$ cat src/hw/ebmc_pkg.sv
// package for the external bus misc control register group
// assumes a single AHB-Lite slave with 32-bit data, 125 MHz hclk
`default_nettype none
package ebmc_pkg;
	// printed offsets are not all multiples of four: they are indexes
	localparam logic [7:0] IDX_PULL_ENABLE_CTRL     = 8'h0c;
	localparam logic [7:0] IDX_DRIVE_STRENGTH_CTRL  = 8'h0d;
	localparam logic [7:0] IDX_BUS_CLOCK_STRETCH    = 8'h0e;
	localparam logic [7:0] IDX_RESERVED_LOCATION    = 8'h0f;
	localparam logic [7:0] IDX_EXT_INTERRUPT_CTRL   = 8'h1e;
	// port bit positions in pull and drive registers
	localparam int BIT_PORT_K = 7;
	localparam int BIT_PORT_E = 4;
	localparam int BIT_PORT_B = 1;
	localparam int BIT_PORT_A = 0;
	localparam logic [7:0] PORT_MASK = 8'h93;
	localparam int BIT_E_STRETCH = 0;
	localparam int BIT_IRQ_EDGE  = 7;
	localparam int BIT_IRQ_CONN  = 6;
	// port e pins under the pull enable, and the pins outside it pulled in reset
	localparam logic [7:0] PORT_E_PULL_MASK = 8'h9f;
	localparam logic [7:0] PORT_E_RESET_PULL = 8'h60;
	// reset values, not printed: all cleared
	localparam logic [7:0] RST_PULL  = 8'h00;
	localparam logic [7:0] RST_DRIVE = 8'h00;
	localparam logic       RST_BIT   = 1'b0;
	localparam logic [1:0] HTRANS_NONSEQ = 2'h2;
	localparam logic [2:0] HSIZE_WORD    = 3'h2;
endpackage
`default_nettype wire

$ cat src/hw/ebmc_regs.sv
// external bus misc control registers behind an AHB-Lite slave
// assumes mode bits come from the mode register, pins sync to hclk
// Function
// - pull register: enables at bits 7,4,1,0 for ports k,e,b,a
// - pull acts only on pins currently configured as inputs
// - port e pull enable covers pins 7 and 4:0 only
// - port e pins 5 and 6 pulled only while reset is active
// - drive register: reduced drive select per port, same bit layout
// - reduced drive applies whatever function uses the pins
// - pull and drive registers read and write at any time
// - registers at indexes 0c,0d,0e,0f,1e from a relocatable base
// - in expanded or peripheral modes registers absent, passed outside
// - reserved index 0f reads zero, writes ignored
// - stretch bit write once in normal/emulation, anytime in special
// - stretch clear: e free runs; set: stretch external, low on internal accesses without int_visible
// - stretch bit has no effect in single-chip modes
// - edge-sense bit write anytime special, write once otherwise
// - edge-sense clear: interrupt pin is active-low level request
// - edge-sense set: falling edges latched until reset or service
// - pin-connect bit read/write anytime; clear disconnects the pin
// - pin-connect clear holds the edge latch disabled
// - mode select bits 7:5 of mode register give operating mode
//
// Design decision made here: the AHB-Lite interface to the registers.
`default_nettype none
module ebmc_regs #(
	parameter logic [31:0] BASE_RESET = 32'h0000_0000
) (
	input  wire logic        hclk,
	input  wire logic        hresetn,
	input  wire logic        hsel,
	input  wire logic [31:0] haddr,
	input  wire logic [1:0]  htrans,
	input  wire logic        hwrite,
	input  wire logic [2:0]  hsize,
	input  wire logic [31:0] hwdata,
	input  wire logic        hready,
	output logic      [31:0] hrdata,
	output logic             hreadyout,
	output logic             hresp,
	input  wire logic [31:0] register_base_init,
	input  wire logic [2:0]  mode_select_bits,
	output logic             ext_pass_through,
	input  wire logic [7:0]  dir_out_k,
	input  wire logic [7:0]  dir_out_e,
	input  wire logic [7:0]  dir_out_b,
	input  wire logic [7:0]  dir_out_a,
	output logic      [7:0]  pull_k,
	output logic      [7:0]  pull_e,
	output logic      [7:0]  pull_b,
	output logic      [7:0]  pull_a,
	output logic             low_drive_k,
	output logic             low_drive_e,
	output logic             low_drive_b,
	output logic             low_drive_a,
	input  wire logic        ext_access,
	input  wire logic        ext_stretch,
	input  wire logic        int_visible,
	input  wire logic        e_free,
	output logic             e_clock_out,
	input  wire logic        irq_pin_n,
	input  wire logic        irq_ack,
	output logic             irq_request
);
	// mode decode
	wire mode_special     = ~mode_select_bits[2] & ~mode_select_bits[0];
	wire mode_peripheral  = (mode_select_bits == 3'h6);
	wire mode_expanded    = mode_select_bits[0];
	wire mode_single_chip = ~mode_select_bits[1] & ~mode_select_bits[0];
	wire regs_in_map      = ~(mode_expanded | mode_peripheral);

	// address phase capture
	wire [31:0] rel_addr  = haddr - register_base_init;
	wire        addr_hit  = rel_addr[31:8] == 24'h0;
	wire        req       = hsel & hready & htrans[1] & regs_in_map;
	wire        hit       = addr_hit & (rel_addr[1:0] == 2'h0);
	logic       wr_q;
	logic [7:0] idx_q;
	logic       phase_q;
	always_ff @(posedge hclk or negedge hresetn) begin
		if (!hresetn) begin
			wr_q    <= 1'b0;
			idx_q   <= 8'h00;
			phase_q <= 1'b0;
		end else begin
			wr_q    <= req & hwrite & hit;
			idx_q   <= rel_addr[9:2];
			phase_q <= req & hit;
		end
	end
	assign hreadyout = 1'b1;
	assign hresp     = 1'b0;
	assign ext_pass_through = ~regs_in_map;

	wire wr_pull  = wr_q & (idx_q == ebmc_pkg::IDX_PULL_ENABLE_CTRL);
	wire wr_drv   = wr_q & (idx_q == ebmc_pkg::IDX_DRIVE_STRENGTH_CTRL);
	wire wr_e_clock_stretch  = wr_q & (idx_q == ebmc_pkg::IDX_BUS_CLOCK_STRETCH);
	wire wr_irq   = wr_q & (idx_q == ebmc_pkg::IDX_EXT_INTERRUPT_CTRL);

	// registers
	logic [7:0] pull_q;
	logic [7:0] drv_q;
	logic       e_clock_stretch_q;
	logic       e_clock_stretch_once_q;
	logic       edge_q;
	logic       edge_once_q;
	logic       conn_q;
	wire e_clock_stretch_ok = mode_special | ~e_clock_stretch_once_q;
	wire edge_ok = mode_special | ~edge_once_q;
	always_ff @(posedge hclk or negedge hresetn) begin
		if (!hresetn) begin
			pull_q      <= ebmc_pkg::RST_PULL;
			drv_q       <= ebmc_pkg::RST_DRIVE;
			e_clock_stretch_q      <= ebmc_pkg::RST_BIT;
			e_clock_stretch_once_q <= 1'b0;
			edge_q      <= ebmc_pkg::RST_BIT;
			edge_once_q <= 1'b0;
			conn_q      <= ebmc_pkg::RST_BIT;
		end else begin
			if (wr_pull)
				pull_q <= hwdata[7:0] & ebmc_pkg::PORT_MASK;
			if (wr_drv)
				drv_q <= hwdata[7:0] & ebmc_pkg::PORT_MASK;
			if (wr_e_clock_stretch && e_clock_stretch_ok) begin
				e_clock_stretch_q      <= hwdata[ebmc_pkg::BIT_E_STRETCH];
				e_clock_stretch_once_q <= e_clock_stretch_once_q | ~mode_special;
			end
			if (wr_irq && edge_ok) begin
				edge_q      <= hwdata[ebmc_pkg::BIT_IRQ_EDGE];
				edge_once_q <= edge_once_q | ~mode_special;
			end
			if (wr_irq)
				conn_q <= hwdata[ebmc_pkg::BIT_IRQ_CONN];
		end
	end

	// read data, reserved and unmapped words read zero
	logic [7:0] rd_byte;
	always_comb begin
		unique case (idx_q)
		ebmc_pkg::IDX_PULL_ENABLE_CTRL:    rd_byte = pull_q;
		ebmc_pkg::IDX_DRIVE_STRENGTH_CTRL: rd_byte = drv_q;
		ebmc_pkg::IDX_BUS_CLOCK_STRETCH:   rd_byte = {7'h00, e_clock_stretch_q};
		ebmc_pkg::IDX_EXT_INTERRUPT_CTRL:  rd_byte = {edge_q, conn_q, 6'h00};
		default:                           rd_byte = 8'h00;
		endcase
	end
	assign hrdata = {24'h000000, phase_q ? rd_byte : 8'h00};

	// pull outputs: reset forces port e pins 5 and 6 on
	function automatic logic [7:0] pull_of(input logic en,
		input logic [7:0] dir);
		pull_of = {8{en}} & ~dir;
	endfunction
	assign pull_k = pull_of(pull_q[ebmc_pkg::BIT_PORT_K], dir_out_k);
	assign pull_b = pull_of(pull_q[ebmc_pkg::BIT_PORT_B], dir_out_b);
	assign pull_a = pull_of(pull_q[ebmc_pkg::BIT_PORT_A], dir_out_a);
	assign pull_e = (pull_of(pull_q[ebmc_pkg::BIT_PORT_E], dir_out_e)
		& ebmc_pkg::PORT_E_PULL_MASK)
		| (hresetn ? 8'h00 : ebmc_pkg::PORT_E_RESET_PULL);
	// drive select is per port, independent of pin function
	assign low_drive_k = drv_q[ebmc_pkg::BIT_PORT_K];
	assign low_drive_e = drv_q[ebmc_pkg::BIT_PORT_E];
	assign low_drive_b = drv_q[ebmc_pkg::BIT_PORT_B];
	assign low_drive_a = drv_q[ebmc_pkg::BIT_PORT_A];

	// e clock shaping, stretch ignored in single-chip modes
	wire stretch_on = e_clock_stretch_q & ~mode_single_chip;
	assign e_clock_out = !stretch_on ? e_free :
		(ext_access ? (e_free | ext_stretch) :
		(int_visible ? e_free : 1'b0));

	// external interrupt: level or latched falling edge
	logic pin_q;
	logic edge_latch_q;
	wire  fall = pin_q & ~irq_pin_n;
	always_ff @(posedge hclk or negedge hresetn) begin
		if (!hresetn) begin
			pin_q        <= 1'b1;
			edge_latch_q <= 1'b0;
		end else begin
			pin_q <= irq_pin_n;
			if (!conn_q || !edge_q)
				edge_latch_q <= 1'b0;
			else if (fall)
				edge_latch_q <= 1'b1;
			else if (irq_ack)
				edge_latch_q <= 1'b0;
		end
	end
	assign irq_request = conn_q & (edge_q ? edge_latch_q : ~irq_pin_n);

	property p_latch_set;
		@(posedge hclk) disable iff (!hresetn)
		(conn_q && edge_q && fall) |=> edge_latch_q;
	endproperty
	a_latch_set: assert property (p_latch_set) else $error("edge lost");
	property p_ack_clear;
		@(posedge hclk) disable iff (!hresetn)
		(irq_ack && !fall && edge_latch_q) |=> !edge_latch_q;
	endproperty
	a_ack_clear: assert property (p_ack_clear) else $error("ack ignored");
	property p_conn_off;
		@(posedge hclk) disable iff (!hresetn)
		!conn_q |=> !edge_latch_q;
	endproperty
	a_conn_off: assert property (p_conn_off) else $error("pin leaks");
	property p_level;
		@(posedge hclk) disable iff (!hresetn)
		(conn_q && !edge_q) |-> irq_request == !irq_pin_n;
	endproperty
	a_level: assert property (p_level) else $error("level wrong");
	property p_once;
		@(posedge hclk) disable iff (!hresetn)
		(wr_e_clock_stretch && e_clock_stretch_once_q && !mode_special) |=> $stable(e_clock_stretch_q);
	endproperty
	a_once: assert property (p_once) else $error("second write");
	property p_edge_once;
		@(posedge hclk) disable iff (!hresetn)
		(wr_irq && edge_once_q && !mode_special) |=> $stable(edge_q);
	endproperty
	a_edge_once: assert property (p_edge_once) else $error("edge rewrite");
	property p_pull_out;
		@(posedge hclk) disable iff (!hresetn)
		(pull_a & dir_out_a) == 8'h00 && (pull_b & dir_out_b) == 8'h00
		&& (pull_k & dir_out_k) == 8'h00 && (pull_e & dir_out_e) == 8'h00;
	endproperty
	a_pull_out: assert property (p_pull_out) else $error("bad pull");
	property p_pull_wr;
		@(posedge hclk) disable iff (!hresetn)
		wr_pull |=> pull_q == ($past(hwdata[7:0]) & 8'h93);
	endproperty
	a_pull_wr: assert property (p_pull_wr) else $error("pull not stored");
	property p_rsvd;
		@(posedge hclk) disable iff (!hresetn)
		(phase_q && idx_q == 8'h0f) |-> hrdata == 32'h0;
	endproperty
	a_rsvd: assert property (p_rsvd) else $error("reserved nonzero");
	property p_absent;
		@(posedge hclk) disable iff (!hresetn)
		mode_expanded |=> !wr_q;
	endproperty
	a_absent: assert property (p_absent) else $error("write when absent");
	property p_absent_rd;
		@(posedge hclk) disable iff (!hresetn)
		!regs_in_map |=> !phase_q && hrdata == 32'h0;
	endproperty
	a_absent_rd: assert property (p_absent_rd)
		else $error("read answered while absent");
	property p_latch_hold;
		@(posedge hclk) disable iff (!hresetn)
		(conn_q && edge_q && edge_latch_q && !irq_ack) |=> edge_latch_q;
	endproperty
	a_latch_hold: assert property (p_latch_hold)
		else $error("edge latch dropped");
	property p_conn_irq;
		@(posedge hclk) disable iff (!hresetn)
		!conn_q |-> !irq_request;
	endproperty
	a_conn_irq: assert property (p_conn_irq)
		else $error("request while pin disconnected");
	property p_e_clock_stretch_special;
		@(posedge hclk) disable iff (!hresetn)
		(wr_e_clock_stretch && mode_special) |=>
		e_clock_stretch_q == $past(hwdata[ebmc_pkg::BIT_E_STRETCH]);
	endproperty
	a_e_clock_stretch_special: assert property (p_e_clock_stretch_special)
		else $error("stretch write lost in special mode");
	property p_edge_special;
		@(posedge hclk) disable iff (!hresetn)
		(wr_irq && mode_special) |=>
		edge_q == $past(hwdata[ebmc_pkg::BIT_IRQ_EDGE]);
	endproperty
	a_edge_special: assert property (p_edge_special)
		else $error("edge-sense write lost in special mode");
	property p_once_flag;
		@(posedge hclk) disable iff (!hresetn)
		(wr_e_clock_stretch && !mode_special) |=> e_clock_stretch_once_q;
	endproperty
	a_once_flag: assert property (p_once_flag)
		else $error("write-once flag not set");
	property p_conn_wr;
		@(posedge hclk) disable iff (!hresetn)
		wr_irq |=> conn_q == $past(hwdata[ebmc_pkg::BIT_IRQ_CONN]);
	endproperty
	a_conn_wr: assert property (p_conn_wr)
		else $error("pin-connect write lost");
	property p_drv_wr;
		@(posedge hclk) disable iff (!hresetn)
		wr_drv |=> drv_q == ($past(hwdata[7:0]) & ebmc_pkg::PORT_MASK);
	endproperty
	a_drv_wr: assert property (p_drv_wr)
		else $error("drive select not stored");
	property p_pull_on_a;
		@(posedge hclk) disable iff (!hresetn)
		pull_q[ebmc_pkg::BIT_PORT_A] |-> pull_a == ~dir_out_a;
	endproperty
	a_pull_on_a: assert property (p_pull_on_a)
		else $error("port a input not pulled");
	property p_pull_off_k;
		@(posedge hclk) disable iff (!hresetn)
		!pull_q[ebmc_pkg::BIT_PORT_K] |-> pull_k == 8'h00;
	endproperty
	a_pull_off_k: assert property (p_pull_off_k)
		else $error("port k pulled while disabled");
	property p_pull_e_on;
		@(posedge hclk) disable iff (!hresetn)
		pull_q[ebmc_pkg::BIT_PORT_E] |->
		(pull_e & ebmc_pkg::PORT_E_PULL_MASK) ==
		(~dir_out_e & ebmc_pkg::PORT_E_PULL_MASK);
	endproperty
	a_pull_e_on: assert property (p_pull_e_on)
		else $error("port e governed pins wrong");
	property p_pull_e_pins;
		@(posedge hclk) disable iff (!hresetn)
		(pull_e & ebmc_pkg::PORT_E_RESET_PULL) == 8'h00;
	endproperty
	a_pull_e_pins: assert property (p_pull_e_pins)
		else $error("port e pins 5 6 pulled after reset");
	property p_pull_rst;
		@(posedge hclk)
		!hresetn |-> (pull_e & ebmc_pkg::PORT_E_RESET_PULL) ==
		ebmc_pkg::PORT_E_RESET_PULL;
	endproperty
	a_pull_rst: assert property (p_pull_rst)
		else $error("port e pins 5 6 not pulled in reset");
	property p_rsvd_wr;
		@(posedge hclk) disable iff (!hresetn)
		(wr_q && idx_q == ebmc_pkg::IDX_RESERVED_LOCATION) |=>
		$stable(pull_q) && $stable(drv_q) && $stable(e_clock_stretch_q)
		&& $stable(edge_q) && $stable(conn_q);
	endproperty
	a_rsvd_wr: assert property (p_rsvd_wr)
		else $error("reserved write changed a register");
	property p_e_clock_stretch_free;
		@(posedge hclk) disable iff (!hresetn)
		!e_clock_stretch_q |-> e_clock_out == e_free;
	endproperty
	a_e_clock_stretch_free: assert property (p_e_clock_stretch_free)
		else $error("e clock not free running");
	property p_single;
		@(posedge hclk) disable iff (!hresetn)
		mode_single_chip |-> e_clock_out == e_free;
	endproperty
	a_single: assert property (p_single)
		else $error("stretch acts in single-chip mode");
	property p_stretch_hi;
		@(posedge hclk) disable iff (!hresetn)
		(stretch_on && ext_access && ext_stretch) |-> e_clock_out;
	endproperty
	a_stretch_hi: assert property (p_stretch_hi)
		else $error("e clock low in stretched access");
	property p_int_low;
		@(posedge hclk) disable iff (!hresetn)
		(stretch_on && !ext_access && !int_visible) |-> !e_clock_out;
	endproperty
	a_int_low: assert property (p_int_low)
		else $error("e clock high in hidden internal access");
endmodule
`default_nettype wire

$ cat config.mk
export PLATFORM = sky130hd
export DESIGN_NAME = ebmc_regs
export DESIGN_NICKNAME = d
export VERILOG_FILES = /design/src/hw/ebmc_pkg.sv /design/src/hw/ebmc_regs.sv
export SDC_FILE = /design/constraint.sdc
export NUM_CORES = 1
export LEC_CHECK = 0
export BUFFER_PORTS_ARGS = -buffer_cell sky130_fd_sc_hd__buf_4
export CAP_MARGIN = 10
export CORE_MARGIN = 2
export CORE_UTILIZATION = 35
export DETAILED_ROUTE_END_ITERATION = 8
export GPL_TIMING_DRIVEN = 0
export PLACE_DENSITY = 0.68
export SYNTH_ARGS = -nofsm -noshare
export SYNTH_HDL_FRONTEND = slang
export SYNTH_SLANG_ARGS = --single-unit
$ cat constraint.sdc
create_clock -name hclk -period 2.1 [get_ports hclk]
set_input_delay 0.42 -clock hclk [delete_from_list [all_inputs] [get_ports hclk]]
set_output_delay 0.42 -clock hclk [all_outputs]
set_load 0.005 [all_outputs]
==> flow_metrics.py <==
metrics = {
    "run_status": {
        "status": "complete, but fails checks",
        "violations": "setup timing",
    },
    "global_route": {
        "grt_first_pass_wirelength_mm": 17.8,
        "antenna_found_initial": 0,
        "grt_max_degree": 27,
        "grt_pass1_vias": 3804,
        "globalRouteOverflowTotal": 0,
        "track_usage": 0.189,
    },
    "finish": {
        "layout_common_cells": "191 x buf_4, 41 x nand2_1, 37 x inv_1, 35 x a21oi_1, 33 x nor2b_1",
        "multi_input_area_um2": 2800,
        "seq_area_um2": 627,
        "layout_commonest_cell": "buf_4",
        "drive_gt1_frac": 0.381,
        "fillers": 1005,
        "fin_nets": 852,
        "area_growth_pct": 47.2,
        "utilization": 0.523,
        "insertedDiodeCount": 0,
        "fin_area_um2": 5320,
    },
    "detailed_routing": {
        "drc_errors": 0,
        "drt-wirelength-per-cell_um": 13.3,
        "ant_nets": 0,
        "drt_iter0_drc": 224,
        "firstDrtPassIters": 4,
        "drt_wl_total_mm": 10.8,
        "dr_total_vias": 4026,
        "viasPerCell": 4.98,
    },
    "place": {
        "postPlaceCellArea_um2": 5100,
        "gp_congestion": 0.831,
        "place_hpwl_mm": 9.08,
        "io_buffers": 157,
    },
    "pwr": {
        "pwr-share-seq": 0.286,
        "switching_power_uw": 756,
        "combPwrFrac": 0.566,
        "powerDensity_nw_per_um2": 360,
        "p_clk_frac": 0.148,
        "sw_frac_of_total": 0.395,
        "power_mw": 1.92,
        "max-vdd-ir-drop_uv": 189,
        "leakagePower_nw": 2.66,
        "internal_power_mw": 1.16,
    },
    "setup_path": {
        "cp_max_fo": 3,
        "cpMaxStageDelayCell": "fa_2",
        "r2r_cells": 6,
        "rr_startpoint": "idx_q[5]$_DFF_PN0_",
        "crit_type": "in2reg",
        "crit_path_end_kind": "flip-flop",
        "r2r_slack_ps": 90,
        "startpoint_type": "input port",
        "crit_path_cell_trace": "buf_8, inv_12, ha_4, inv_2, fa_2, a211oi_4, o21ai_4, a31oi_4, o211ai_1, a211o_1, a31oi_1, xor2_1, nand4_1, nor3b_2",
        "cpLargestDelayFamily": "compound AO/OA/AOI/OAI gates",
        "path_buf_inv": 3,
        "slowest_delay_ps": 370,
        "critPathArrivalTime_ps": 2940,
        "worstReg2RegEnd": "pull_q[4]$_DFFE_PN0P_",
        "crit_required_ps": 2290,
    },
    "synthesis": {
        "netlist_instances": 479,
        "synth_warnings": 0,
        "synth_cell_types": 67,
        "async_flop_share": 1.00,
        "synth-main-ff-cell": "dfrtp_1",
        "synth-edff-count": 0,
        "avgSynthCellArea_um2": 7.55,
        "syn_area_um2": 3610,
        "ys_seq_area_frac": 0.173,
        "synth_seq_cells": 25,
    },
    "timing": {
        "final_hold_viol_count": 0,
        "slew_viol_final": 0,
        "fmax_mhz": 364,
        "min_period_ps": 2750,
        "fin_crit_sh": 1.31,
        "skew_ps": 5.07,
        "rsz0062_at_grt": "yes",
        "setup_violations": 3,
        "fin_ws_ps": -650,
    },
    "clock_tree": {
        "cts_tree": "yes",
        "cts_root_buf": "clkbuf_8",
        "cts_buffer_depth": 2,
        "h-tree-depth": 1,
        "clock_latency_ps": 270,
        "cts_buffers": 3,
        "cts.clk_slew.worst_paths_ps": 90,
        "clkSinkCount": 25,
        "hold_buffers": 0,
    },
    "floorplanning": {
        "rows": 37,
        "ios": 220,
        "die_area_um2": 11200,
        "dieWidth_um": 106,
        "die_y_um": 106,
        "start_util": 0.355,
        "coreArea_um2": 10200,
    },
    "min_path": {
        "hp-class": "in2async",
    },
    "run": {
        "drv_cap": 0,
    },
}
[how the worst max path moves through the flow]
stage / to / cells past startpoint / start / slack [ps]
detailed placement: wr_q$_DFF_PN0_ / 14 / haddr[0] / -1120
CTS: wr_q$_DFF_PN0_ / 14 / haddr[0] / -650
floorplan: wr_q$_DFF_PN0_ / 13 / haddr[0] / -590
finish: wr_q$_DFF_PN0_ / 14 / haddr[0] / -650
global placement: wr_q$_DFF_PN0_ / 14 / haddr[0] / -1120
global route: wr_q$_DFF_PN0_ / 14 / haddr[0] / -810
[cell usage after synthesis, drive strengths merged (6+ instances only)]
master,count,area share
a211oi,6,0.018
buf,38,0.075
nand4,9,0.016
mux2,12,0.037
nand2,43,0.045
nor4,6,0.010
a21oi,42,0.064
nor2b,34,0.059
ha,31,0.11
inv,39,0.040
o21ai,33,0.047
nor2,28,0.029
dfrtp,24,0.17
nor3,14,0.019
o21a,7,0.015
xor2,9,0.022
a31oi,7,0.014
a21o,6,0.012
clkbuf,6,0.0062
xnor2,10,0.024
o211ai,6,0.012
[through the flow]
| step | TNS, ps | std cells | hold WS (ps) | worst slack (ps) |
|---|---|---|---|---|
| after floorplan | -1090 | 506 | 124 | -588 |
| after global placement | -4310 | 799 | 340 | -1120 |
| after detailed placement | -4210 | 799 | 348 | -1120 |
| after CTS | -1280 | 806 | 46.8 | -651 |
| after global routing | -1770 | 808 | 58.4 | -806 |
| final | -1270 | 808 | 40.3 | -650 |
[kinds of logic after synthesis]
logic type / count (synthesis) / share of synthesized area
flip-flops: 25 / 0.173
XOR/XNOR: 19 / 0.0460
buffers and inverters: 83 / 0.122
AND/OR/NAND/NOR: 166 / 0.240
other: 2 / 0.00208
multiplexers: 17 / 0.0512
AO/OA/AOI/OAI: 135 / 0.253
adder cells (fa/ha/maj): 32 / 0.113
[registers in the layout, summed over array words and instances, names as in the netlist]
signal and flops:
drv_q 4, edge_once_q 1, edge_q 1, edge_latch_q 1
pin_q 1, wr_q 1, e_clock_stretch_q 1, pull_q 4
idx_q 8, phase_q 1, conn_q 1, e_clock_stretch_once_q 1
[area by class of cell]
| cell class | count | share of cell area |
|---|---|---|
| Buffer | 44 | 0.0557 |
| Clock buffer | 4 | 0.00846 |
| Inverter | 39 | 0.0299 |
| Multi-Input combinational cell | 398 | 0.526 |
| Sequential cell | 25 | 0.118 |
| Tap cell | 136 | 0.0320 |
| Timing Repair Buffer | 162 | 0.230 |
[power by group through the flow]
| stage | clock (mW) | combinational, mW | sequential (mW) |
|---|---|---|---|
| 2_1_floorplan | 0 | 0.670 | 0.539 |
| 3_3_place_gp | 0 | 0.999 | 0.545 |
| 3_5_place_dp | 0 | 1.01 | 0.546 |
| 4_1_cts | 0.295 | 1.05 | 0.547 |
| 5_1_grt | 0.313 | 1.21 | 0.552 |
| 6_report | 0.284 | 1.08 | 0.547 |
[per-layer routing]
metal	up-vias	global-route usage	routed length, µm
met5	-	0	0
met4	0	0.0254	58
met3	6	0.0260	725
met2	150	0.339	5300
met1	1834	0.246	4670
li1	2036	-	-
[repair_timing]
item                       4_1_cts  5_1_grt
buffers inserted                 3        2
setup endpoints to repair       15        5
resized for setup               18       13
pin swaps                        8        4
Note: power is estimated with default switching activity, not from simulation.
